===== config.mk =====
export PLATFORM = sky130hd
export DESIGN_NAME = rx_status_bank
export DESIGN_NICKNAME = d
export VERILOG_FILES = /design/src/rtl/rx_status_pkg.sv /design/src/rtl/rx_status_bank.sv
export VERILOG_INCLUDE_DIRS = /design/src /design/src/rtl
export SDC_FILE = /design/constraint.sdc
export NUM_CORES = 1
export LEC_CHECK = 0
export BUFFER_PORTS_ARGS = -buffer_cell sky130_fd_sc_hd__buf_2
export CAP_MARGIN = 30
export CORE_MARGIN = 10
export CORE_UTILIZATION = 39
export DETAILED_ROUTE_END_ITERATION = 7
export GPL_ROUTABILITY_DRIVEN = 0
export SLEW_MARGIN = 20
export SYNTH_ARGS = -nofsm -noshare
export SYNTH_HDL_FRONTEND = slang
export SYNTH_SLANG_ARGS = --single-unit

===== constraint.sdc =====
create_clock -name ref_clk -period 3.5 [get_ports ref_clk]
set_clock_uncertainty 0.05 [all_clocks]
set_input_delay 0.175 -clock ref_clk [delete_from_list [all_inputs] [get_ports ref_clk]]
set_output_delay 0.175 -clock ref_clk [all_outputs]
set_load 0.01 [all_outputs]

===== src/rtl/rx_status_defs.svh =====
// register indices, field positions and timing counts for the receive
// control and latched-status bank; included by the bank module only.
`ifndef RX_STATUS_DEFS_SVH
`define RX_STATUS_DEFS_SVH

// register indices; byte address on the bus is four times the index
`define IDX_IBO_CTL 10'h088
`define IDX_SPARE_CTL 10'h089
`define IDX_BERT_CTL 10'h08A
`define IDX_BERT_SUPPRESS 10'h08B
`define IDX_ALARM_STATUS 10'h090
`define IDX_EVENT_STATUS 10'h091
`define IDX_CODE_STATUS 10'h092
`define IDX_LINE_MODE 10'h0A0

// reset value shared by every register of the bank
`define REG_RESET 8'h00

// interleave control fields
`define IBO_EN_BIT 3

// receive BERT port control fields
`define BERT_DIR_BIT 2
`define BERT_FRM_BIT 1
`define BERT_EN_BIT 0

// line mode register field
`define E1_MODE_BIT 0

// second latched register, T1 meaning
`define EV_PDV_BIT 7
`define EV_ZERO8_BIT 4
`define EV_ZERO16_BIT 3
`define EV_SEVERE_FRAMING_ERR_EVT_BIT 2
`define EV_B8ZS_BIT 1
`define EV_FBE_BIT 0

// second latched register, E1 meaning
`define EV_CRC_RESYNC_CRITERIA_EVT_BIT 6
`define EV_CAS_RESYNC_CRITERIA_EVT_BIT 5
`define EV_FAS_RESYNC_CRITERIA_EVT_BIT 4
`define EV_SA1_BIT 3
`define EV_SA0_BIT 2
`define EV_CMF_BIT 1
`define E1_IRQ_MASK 8'h0F

// line and framing counts
`define LOS_ZEROS 8'hC0
`define ZERO_RUN_SHORT 8'h08
`define ZERO_RUN_LONG 8'h10
`define SEVERE_FRAMING_ERR_EVT_ERRS 4'h2
`define CRC_WINDOW 10'h3E8
`define CRC_THRESH 10'h393
`define FAS_RUN 2'h3
`define TS16_LAST_FRAME 4'hF
`define SA1_ZEROS 8'h03

// timing: multiframe period and clock rate
`define MF_PERIOD_US 2000
`define CLK_MHZ 25

// bus responses
`define RESP_OKAY 2'h0
`define RESP_SLVERR 2'h2

`endif


===== src/rtl/rx_status_pkg.sv =====
// types for the receive control and latched-status bank.
// assumes the bank keeps all of its state in one registered struct.
package rx_status_pkg;

    typedef struct packed {
        logic awready;
        logic wready;
        logic bvalid;
        logic arready;
        logic rvalid;
        logic [1:0] bresp;
        logic [1:0] rresp;
        logic [31:0] rdata;
        logic aw_got;
        logic w_got;
        logic [9:0] aw_idx;
        logic [7:0] wbyte;
        logic wlane;
        logic [3:0] ibo;
        logic [7:0] bus_slot;
        logic [2:0] spare;
        logic [3:0] spare_len;
        logic spare_long;
        logic [2:0] bert_ctl;
        logic [7:0] suppress;
        logic e1_mode;
        logic [7:0] rx_latched_alarm_status;
        logic [7:0] rls2;
        logic [3:0] cond_prev;
        logic pos_s1;
        logic pos_s2;
        logic neg_s1;
        logic neg_s2;
        logic [7:0] zero_cnt;
        logic los;
        logic [15:0] sym_hist;
        logic pol_before;
        logic [5:0] fbit_hist;
        logic [9:0] crc_words;
        logic [9:0] crc_errs;
        logic cas_prev_err;
        logic [1:0] fas_run;
        logic [3:0] ts16_frames;
        logic [7:0] ts16_zeros;
        logic ts16_any_one;
        logic [15:0] mf_timer;
        logic bert_data;
        logic bert_valid;
        logic irq;
    } bank_state_t;

endpackage

===== src/rtl/rx_status_bank.sv =====
// receive control and latched-status bank of one framer port, with an
// AXI4-Lite register slave. line pins are asynchronous; every other
// input comes from framer logic or the AXI4-Lite bus on ref_clk.
// Notes on behaviour
// - interleave bus runs only while enabled
// - position field k selects bus slot k+1
// - spare code length k+1, code 7 long
// - BERT source framer, or transmit path
// - T1 F-bit used only when framing select
// - BERT port active only while enabled
// - suppress bit n removes channel bit n+1
// - first latched register bits latch, interrupt
// - rising edge detect, falling edge clear flags
// - loss of signal after 192 zeros
// - T1 event register never interrupts
// - T1 pulse density violation event latches
// - T1 eight and sixteen zero run events
// - T1 two of six framing bits errored
// - B8ZS codeword event in any coding
// - T1 each errored framing bit latches
// - E1 event bits latch, bits 3..0 interrupt
// - E1 915 of 1000 CRC words errored
// - E1 two CAS, three FAS errored words
// - E1 time slot 16 under three zeros
// - E1 time slot 16 zero whole multiframe
// - E1 multiframe event, 2 ms when no CRC-4
//
// The AXI4-Lite register port was chosen for this implementation.
`timescale 1ns/1ps
`default_nettype none
`include "rx_status_defs.svh"

module rx_status_bank
    import rx_status_pkg::*;
#(
    parameter int unsigned MF_TIMER_CYCLES = `MF_PERIOD_US * `CLK_MHZ
)
(
    input wire logic ref_clk,
    input wire logic rst_n,
    input wire logic [11:0] s_axi_awaddr,
    input wire logic s_axi_awvalid,
    output logic s_axi_awready,
    input wire logic [31:0] s_axi_wdata,
    input wire logic [3:0] s_axi_wstrb,
    input wire logic s_axi_wvalid,
    output logic s_axi_wready,
    output logic [1:0] s_axi_bresp,
    output logic s_axi_bvalid,
    input wire logic s_axi_bready,
    input wire logic [11:0] s_axi_araddr,
    input wire logic s_axi_arvalid,
    output logic s_axi_arready,
    output logic [31:0] s_axi_rdata,
    output logic [1:0] s_axi_rresp,
    output logic s_axi_rvalid,
    input wire logic s_axi_rready,
    input wire logic line_rx_pos_input,
    input wire logic line_rx_neg_input,
    input wire logic line_bit_en,
    input wire logic remote_alarm_cond,
    input wire logic all_ones_alarm_cond,
    input wire logic frame_loss_cond,
    input wire logic framing_bit_strobe,
    input wire logic framing_bit_error,
    input wire logic crc_word_strobe,
    input wire logic crc_word_error,
    input wire logic cas_mfas_strobe,
    input wire logic cas_mfas_error,
    input wire logic fas_strobe,
    input wire logic fas_error,
    input wire logic ts16_strobe,
    input wire logic [7:0] ts16_data,
    input wire logic cas_mf_start,
    input wire logic crc4_enable,
    input wire logic crc4_mf_boundary,
    input wire logic bert_bit_strobe,
    input wire logic bert_fbit,
    input wire logic [2:0] bert_bit_index,
    input wire logic rx_framer_bit,
    input wire logic tx_path_bit,
    output logic interleave_bus_enable,
    output logic [2:0] bus_position_select,
    output logic [7:0] bus_slot_onehot,
    output logic [2:0] spare_code_length_sel,
    output logic [3:0] spare_code_bits,
    output logic spare_code_long,
    output logic bert_source_direction,
    output logic bert_framing_select,
    output logic bert_port_enable,
    output logic [7:0] chan_bit_suppress,
    output logic signal_loss_cond,
    output logic e1_mode,
    output logic bert_bit_data,
    output logic bert_bit_valid,
    output logic irq_req
);

    bank_state_t s;
    bank_state_t n;
    logic [7:0] set1;
    logic [7:0] set2;
    logic [7:0] clr1;
    logic [7:0] clr2;
    logic [3:0] cond;
    logic [1:0] pol;
    logic line_zero;

    // ones in a byte; used for framing error and slot 16 zero counts
    function automatic logic [3:0] count_ones(input logic [7:0] v);
        logic [3:0] c;
        c = 4'h0;
        for (int i = 0; i < 8; i++)
        begin
            c = c + {3'h0, v[i]};
        end
        return c;
    endfunction

    always_comb
    begin
        n = s;
        set1 = 8'h00;
        set2 = 8'h00;
        clr1 = 8'h00;
        clr2 = 8'h00;
        // line pins: two flops before any logic
        n.pos_s1 = line_rx_pos_input;
        n.pos_s2 = s.pos_s1;
        n.neg_s1 = line_rx_neg_input;
        n.neg_s2 = s.neg_s1;
        line_zero = !s.pos_s2 && !s.neg_s2;
        pol = 2'h0;

        // write channels may arrive in either order
        if (s.awready && s_axi_awvalid)
        begin
            n.aw_got = 1'b1;
            n.aw_idx = s_axi_awaddr[11:2];
        end
        if (s.wready && s_axi_wvalid)
        begin
            n.w_got = 1'b1;
            n.wbyte = s_axi_wdata[7:0];
            n.wlane = s_axi_wstrb[0];
        end
        if (s.bvalid && s_axi_bready)
        begin
            n.bvalid = 1'b0;
        end
        if (s.aw_got && s.w_got && !s.bvalid)
        begin
            n.aw_got = 1'b0;
            n.w_got = 1'b0;
            n.bvalid = 1'b1;
            n.bresp = `RESP_OKAY;
            // only byte lane 0 carries register bits
            case (s.aw_idx)
                `IDX_IBO_CTL: if (s.wlane) n.ibo = s.wbyte[3:0];
                `IDX_SPARE_CTL: if (s.wlane) n.spare = s.wbyte[2:0];
                `IDX_BERT_CTL: if (s.wlane) n.bert_ctl = s.wbyte[2:0];
                `IDX_BERT_SUPPRESS: if (s.wlane) n.suppress = s.wbyte;
                `IDX_ALARM_STATUS: if (s.wlane) clr1 = s.wbyte;
                `IDX_EVENT_STATUS: if (s.wlane) clr2 = s.wbyte;
                `IDX_CODE_STATUS: ;
                `IDX_LINE_MODE:
                    if (s.wlane) n.e1_mode = s.wbyte[`E1_MODE_BIT];
                default: n.bresp = `RESP_SLVERR;
            endcase
        end
        n.awready = !n.aw_got && !n.bvalid;
        n.wready = !n.w_got && !n.bvalid;

        // read: data captured at the address handshake
        if (s.rvalid && s_axi_rready)
        begin
            n.rvalid = 1'b0;
        end
        if (s.arready && s_axi_arvalid)
        begin
            n.rvalid = 1'b1;
            n.rresp = `RESP_OKAY;
            n.rdata = 32'h0000_0000;
            case (s_axi_araddr[11:2])
                `IDX_IBO_CTL: n.rdata[3:0] = s.ibo;
                `IDX_SPARE_CTL: n.rdata[2:0] = s.spare;
                `IDX_BERT_CTL: n.rdata[2:0] = s.bert_ctl;
                `IDX_BERT_SUPPRESS: n.rdata[7:0] = s.suppress;
                `IDX_ALARM_STATUS: n.rdata[7:0] = s.rx_latched_alarm_status;
                `IDX_EVENT_STATUS: n.rdata[7:0] = s.rls2;
                `IDX_CODE_STATUS: ;
                `IDX_LINE_MODE: n.rdata[`E1_MODE_BIT] = s.e1_mode;
                default: n.rresp = `RESP_SLVERR;
            endcase
        end
        n.arready = !n.rvalid;

        n.bus_slot = n.ibo[`IBO_EN_BIT] ? (8'h01 << n.ibo[2:0]) : 8'h00;
        // code 7 means the long 8/16 bit code
        n.spare_long = (n.spare == 3'h7);
        n.spare_len = n.spare_long ? 4'h8 : ({1'b0, n.spare} + 4'h1);

        // zero runs and codewords, one step per line bit
        if (line_bit_en)
        begin
            if (line_zero)
            begin
                if (s.zero_cnt != 8'hFF)
                begin
                    n.zero_cnt = s.zero_cnt + 8'h01;
                end
            end
            else
            begin
                n.zero_cnt = 8'h00;
            end
            // loss of signal at 192 zeros
            if (n.zero_cnt == `LOS_ZEROS)
            begin
                n.los = 1'b1;
            end
            if (!line_zero)
            begin
                n.los = 1'b0;
            end
            if (!s.e1_mode && line_zero)
            begin
                // fires once per run, however long
                if (n.zero_cnt == `ZERO_RUN_SHORT)
                begin
                    set2[`EV_ZERO8_BIT] = 1'b1;
                end
                if (n.zero_cnt == `ZERO_RUN_LONG)
                begin
                    set2[`EV_ZERO16_BIT] = 1'b1;
                    // more than 15 zeros breaks density
                    set2[`EV_PDV_BIT] = 1'b1;
                end
            end
            // polarity of the last pulse before the window
            if (s.sym_hist[15:14] != 2'h0)
            begin
                n.pol_before = s.sym_hist[15];
            end
            n.sym_hist = {s.sym_hist[13:0], s.pos_s2, s.neg_s2};
            pol = n.pol_before ? 2'h2 : 2'h1;
            if (!s.e1_mode && n.sym_hist == {6'h00, pol, ~pol, 2'h0, ~pol, pol})
            begin
                set2[`EV_B8ZS_BIT] = 1'b1;
            end
        end

        // edges of the four alarm conditions
        cond = {remote_alarm_cond, all_ones_alarm_cond, s.los, frame_loss_cond};
        set1[3:0] = cond & ~s.cond_prev;
        set1[7:4] = ~cond & s.cond_prev;
        n.cond_prev = cond;

        // T1 framing bit checks
        if (!s.e1_mode && framing_bit_strobe)
        begin
            n.fbit_hist = {s.fbit_hist[4:0], framing_bit_error};
            if (framing_bit_error)
            begin
                set2[`EV_FBE_BIT] = 1'b1;
            end
            // two errors among the last six
            if (count_ones({2'h0, n.fbit_hist}) >= `SEVERE_FRAMING_ERR_EVT_ERRS)
            begin
                set2[`EV_SEVERE_FRAMING_ERR_EVT_BIT] = 1'b1;
            end
        end

        // errored CRC words in a 1000-word window
        if (s.e1_mode && crc_word_strobe)
        begin
            n.crc_words = s.crc_words + 10'h001;
            if (crc_word_error)
            begin
                n.crc_errs = s.crc_errs + 10'h001;
                if (n.crc_errs == `CRC_THRESH)
                begin
                    set2[`EV_CRC_RESYNC_CRITERIA_EVT_BIT] = 1'b1;
                end
            end
            if (n.crc_words == `CRC_WINDOW)
            begin
                n.crc_words = 10'h000;
                n.crc_errs = 10'h000;
            end
        end

        if (s.e1_mode && cas_mfas_strobe)
        begin
            if (cas_mfas_error && s.cas_prev_err)
            begin
                set2[`EV_CAS_RESYNC_CRITERIA_EVT_BIT] = 1'b1;
            end
            n.cas_prev_err = cas_mfas_error;
        end
        if (s.e1_mode && fas_strobe)
        begin
            n.fas_run = fas_error ? ((s.fas_run == `FAS_RUN) ? s.fas_run
                        : s.fas_run + 2'h1) : 2'h0;
            if (fas_error && n.fas_run == `FAS_RUN)
            begin
                set2[`EV_FAS_RESYNC_CRITERIA_EVT_BIT] = 1'b1;
            end
        end

        // slot 16 windows of 16 frames, realigned at the multiframe start
        if (s.e1_mode && ts16_strobe)
        begin
            if (cas_mf_start)
            begin
                n.ts16_frames = 4'h0;
                n.ts16_zeros = 8'h00;
                n.ts16_any_one = 1'b0;
            end
            n.ts16_zeros = n.ts16_zeros + {4'h0, 4'h8 - count_ones(ts16_data)};
            n.ts16_any_one = n.ts16_any_one || (ts16_data != 8'h00);
            if (n.ts16_frames == `TS16_LAST_FRAME)
            begin
                // under three zeros, also in CCS
                if (n.ts16_zeros < `SA1_ZEROS)
                begin
                    set2[`EV_SA1_BIT] = 1'b1;
                end
                if (!n.ts16_any_one)
                begin
                    set2[`EV_SA0_BIT] = 1'b1;
                end
                n.ts16_frames = 4'h0;
                n.ts16_zeros = 8'h00;
                n.ts16_any_one = 1'b0;
            end
            else
            begin
                n.ts16_frames = n.ts16_frames + 4'h1;
            end
        end

        // CRC-4 boundary, else a free 2 ms tick
        if (crc4_enable)
        begin
            n.mf_timer = 16'h0000;
            if (s.e1_mode && crc4_mf_boundary)
            begin
                set2[`EV_CMF_BIT] = 1'b1;
            end
        end
        else if (s.mf_timer == 16'(MF_TIMER_CYCLES - 1))
        begin
            n.mf_timer = 16'h0000;
            set2[`EV_CMF_BIT] = s.e1_mode;
        end
        else
        begin
            n.mf_timer = s.mf_timer + 16'h0001;
        end

        // a set in the clearing cycle survives
        n.rx_latched_alarm_status = (s.rx_latched_alarm_status & ~clr1) | set1;
        n.rls2 = (s.rls2 & ~clr2) | set2;
        n.irq = (|n.rx_latched_alarm_status) || (n.e1_mode && |(n.rls2 & `E1_IRQ_MASK));

        // BERT bit path; valid stays low when gated off, but data still follows the selected source on every strobe
        n.bert_valid = 1'b0;
        if (bert_bit_strobe)
        begin
            n.bert_valid = s.bert_ctl[`BERT_EN_BIT]
                && !s.suppress[bert_bit_index]
                && !(!s.e1_mode && bert_fbit && !s.bert_ctl[`BERT_FRM_BIT]);
            n.bert_data = s.bert_ctl[`BERT_DIR_BIT] ? tx_path_bit
                          : rx_framer_bit;
        end
    end

    // whole state register; every field resets to zero
    always_ff @(posedge ref_clk or negedge rst_n)
    begin
        if (!rst_n)
        begin
            s <= '0;
        end
        else
        begin
            s <= n;
        end
    end

    // outputs straight from the state flops
    assign s_axi_awready = s.awready;
    assign s_axi_wready = s.wready;
    assign s_axi_bresp = s.bresp;
    assign s_axi_bvalid = s.bvalid;
    assign s_axi_arready = s.arready;
    assign s_axi_rdata = s.rdata;
    assign s_axi_rresp = s.rresp;
    assign s_axi_rvalid = s.rvalid;
    assign interleave_bus_enable = s.ibo[`IBO_EN_BIT];
    assign bus_position_select = s.ibo[2:0];
    assign bus_slot_onehot = s.bus_slot;
    assign spare_code_length_sel = s.spare;
    assign spare_code_bits = s.spare_len;
    assign spare_code_long = s.spare_long;
    assign bert_source_direction = s.bert_ctl[`BERT_DIR_BIT];
    assign bert_framing_select = s.bert_ctl[`BERT_FRM_BIT];
    assign bert_port_enable = s.bert_ctl[`BERT_EN_BIT];
    assign chan_bit_suppress = s.suppress;
    assign signal_loss_cond = s.los;
    assign e1_mode = s.e1_mode;
    assign bert_bit_data = s.bert_data;
    assign bert_bit_valid = s.bert_valid;
    assign irq_req = s.irq;
endmodule
`default_nettype wire


==> results by group <==
STA
  – Final number of setup-violating endpoints: 2
  – Final hold viol count: 0
  – Hold_ws: 19.95 ps
  – Rel. slew slack: 0.4893
  – Final Critical Period: 3623 ps
  – Worst-margin pin slew: 766.1 ps
  – Unrepaired setup endpoints after global routing: true
  – Highest Clock Rate: 276.0 MHz
  – Crit share post-route: 1.035
  – Slew Viols, Final: 0
  – Fin worst setup slack: -123.3 ps

Yosys
  – Mapped Area: 9364 um^2
  – Number of enable flip-flop cells after synthesis: 0
  – #FFs+latches synth: 178
  – Ys Warns: 0
  – Seq/Total Area, Yosys: 0.4757
  – Distinct cell type count after synthesis: 77
  – Syn Area/Cell: 10.56 um^2
  – Main synth FF type: dfrtp_1
  – Post-synthesis cell count: 887
  – Share of flip-flops with an asynchronous set or reset: 1.000

Place
  – Post-DP HPWL: 15900 um
  – Port buffer count: 119
  – Inst Count DP: 1274
  – DP Area: 10050 um^2

Run
  – Max-Cap Viols: 0

Drt
  – DR iter-0 viols: 436
  – Drt wl/cell: 16.35 um
  – Drt total wl: 21940 um
  – Drt drc: 0
  – Vias per cell: 5.042
  – Post-route ant nets: 0
  – Vias: 6767
  – DR pass1 iterations: 5

GRT
  – Antenna violations before repair: 1
  – Met3 GRT Util: 0.03492
  – Largest net degree at the start of global routing: 129
  – Grt total ovfl: 0
  – Met1 Use GR: 0.1931
  – Busiest layer in global routing: met2
  – GRT Total Usage: 0.1437
  – Vias in the first global route: 6825
  – First-pass GRT wire length: 36130 um
  – Met2 Resource Use GR: 0.2292

Floorplanning
  – Die area: 30610 um^2
  – Chip width: 175.0 um
  – Initial Util: 0.3977
  – Chip height: 175.0 um
  – Rows: 56
  – CORE AREA: 23540 um^2
  – Top-Level Pins: 177

Cells and area
  – Post-route cell area: 11010 um^2
  – Multi-input gate area: 4340 um^2
  – Commonest cells after routing, fill and taps aside: dfrtp_1 (178), buf_2 (117), nand2_1 (87)
  – Area delta synth->final: 17.60%
  – Final Non-Filler Cells: 1342
  – Layout cell share with drive strength beyond 1: 0.2622
  – # fillers: 2216
  – Reg area: 4454 um^2
  – Most common cell after layout, fill and taps aside: dfrtp_1
  – Number of nets in the layout: 1134
  – Final core utilization: 0.4677

Clock network
  – Setup bufs post-CTS: 0
  – CTS tree: done
  – Clk_lat worst skew: 430 ps
  – Root Driver: clkbuf_16
  – Clock slew at reported path FFs: 70 ps
  – CTS Buf Count: 17
  – CTS Sinks: 178
  – CTS Buffer Depth: 2
  – H-tree Lvls: 4

Power and ir drop
  – PnR Total Power: 5.401 mW
  – PwrDens: 490.4 nW/um^2
  – Leak: 5.096 nW
  – Worst-case vdd ir drop: 0.0002968 V

Setup path
  – Critical path type: primary input to register
  – Crit. End Element: register
  – Critical Path AT: 3920 ps
  – Setup crit start: ts16_data[1]
  – WP data required: 3800 ps
  – FF-to-FF Start: s[55]
  – Startpoint types: primary input
  – Critical Path Fanout Max: 2

Min path
  – Worst hold start: bert_fbit
  – Worst min path class: primary input to register

Outcome
  – Violated checks: setup timing
  – Outcome: finished with violations
## Yosys cell counts (all sizes together), types with 12 or more instances
master	instances	area, um^2
nor2b	12	75.07
nor3	25	135.1
o21ai	49	249.0
nor2	57	224.0
and3	15	93.84
nand4	19	133.9
dfrtp	178	4454
a22o	21	183.9
inv	36	135.1
buf	72	524.3
ha	17	212.7
xnor2	19	166.4
mux2	62	701.9
a21oi	27	138.9
nand2	88	337.8
nand3	23	115.1
clkbuf	21	78.83
xor2	13	113.9
## logic make-up (layout without fill, tap and decap cells)
kind of cell	Yosys count	after routing	share of synthesized area
flip-flops	178	178	0.4757
buffers and inverters	129	239	0.07884
XOR/XNOR	32	32	0.02993
adder cells (fa/ha/maj)	25	25	0.03982
multiplexers	73	73	0.09206
AND/OR/NAND/NOR	304	304	0.1815
other	1	27	0.0004005
AO/OA/AOI/OAI	145	145	0.1018
## per-layer routing
layer	part of all wire	vias up
li1	-	3304
met1	0.47	3288
met2	0.47	160
met3	0.050	15
met4	0.0088	0
met5	0	-
## worst max-delay path: stages
cell and delay [ps]:
buf_2 90, inv_1 50, fa_1 550, ha_2 180, fa_1 430, fa_2 600, ha_4 220, a211oi_4 230
o21ba_4 160, nand2b_4 110, mux2_4 310, or4b_4 490, nor4bb_1 160, o211ai_1 170
## flip-flops by register name, summed over array words and instances (netlist names), 2 cells and up
signal,cells
spare_code_bits,4
bus_slot_onehot,8
bus_position_select,3
s_axi_rdata,8
n,2
spare_code_length_sel,3
s,125
chan_bit_suppress,8
## what timing repair did
item,CTS,global route
gates resized for setup,2,5
hold buffers,35,0
hold endpoints to repair,88,0
pin swaps,0,3
setup endpoints to repair,2,2
## layout make-up
cell class,instances,share of cell area
clock buffers,17,0.03863
flip-flops and latches,178,0.4045
repair buffers,171,0.09976
inverters,36,0.01227
well taps,319,0.03625
clock inverters,15,0.01420
diodes,1,0.0002272
multi-input cells,605,0.3942
## path summary, 6_finish.rpt
| path | slack [ps] | cells after the start | end |
|---|---|---|---|
| setup / recovery | -120 | 14 | irq_req |
| hold / removal | 20 | 3 | bert_bit_valid |
| setup reg to reg | 330 | 10 | irq_req |
| hold reg to reg | 310 | 0 | s[89] |
| max in group asynchronous | 2120 | 3 | s[80] |
| min in group asynchronous | 190 | 2 | spare_code_long |
## power breakdown
| part | internal [mW] | total, mW | switching, mW |
|---|---|---|---|
| logic | 0.458 | 0.903 | 0.445 |
| registers | 2.32 | 2.63 | 0.309 |
| clock network | 0.957 | 1.87 | 0.914 |
## metrics by stage
step | TNS (ps) | setup slack [ps]
2_1_floorplan | -481.5 | -286.2
5_1_grt | -339.5 | -230.6
3_5_place_dp | -1045 | -575.8
3_3_place_gp | -961.7 | -534.6
6_report | -126.9 | -123.3
4_1_cts | -83.55 | -83.55
Note: power is estimated with default switching activity, not from simulation.
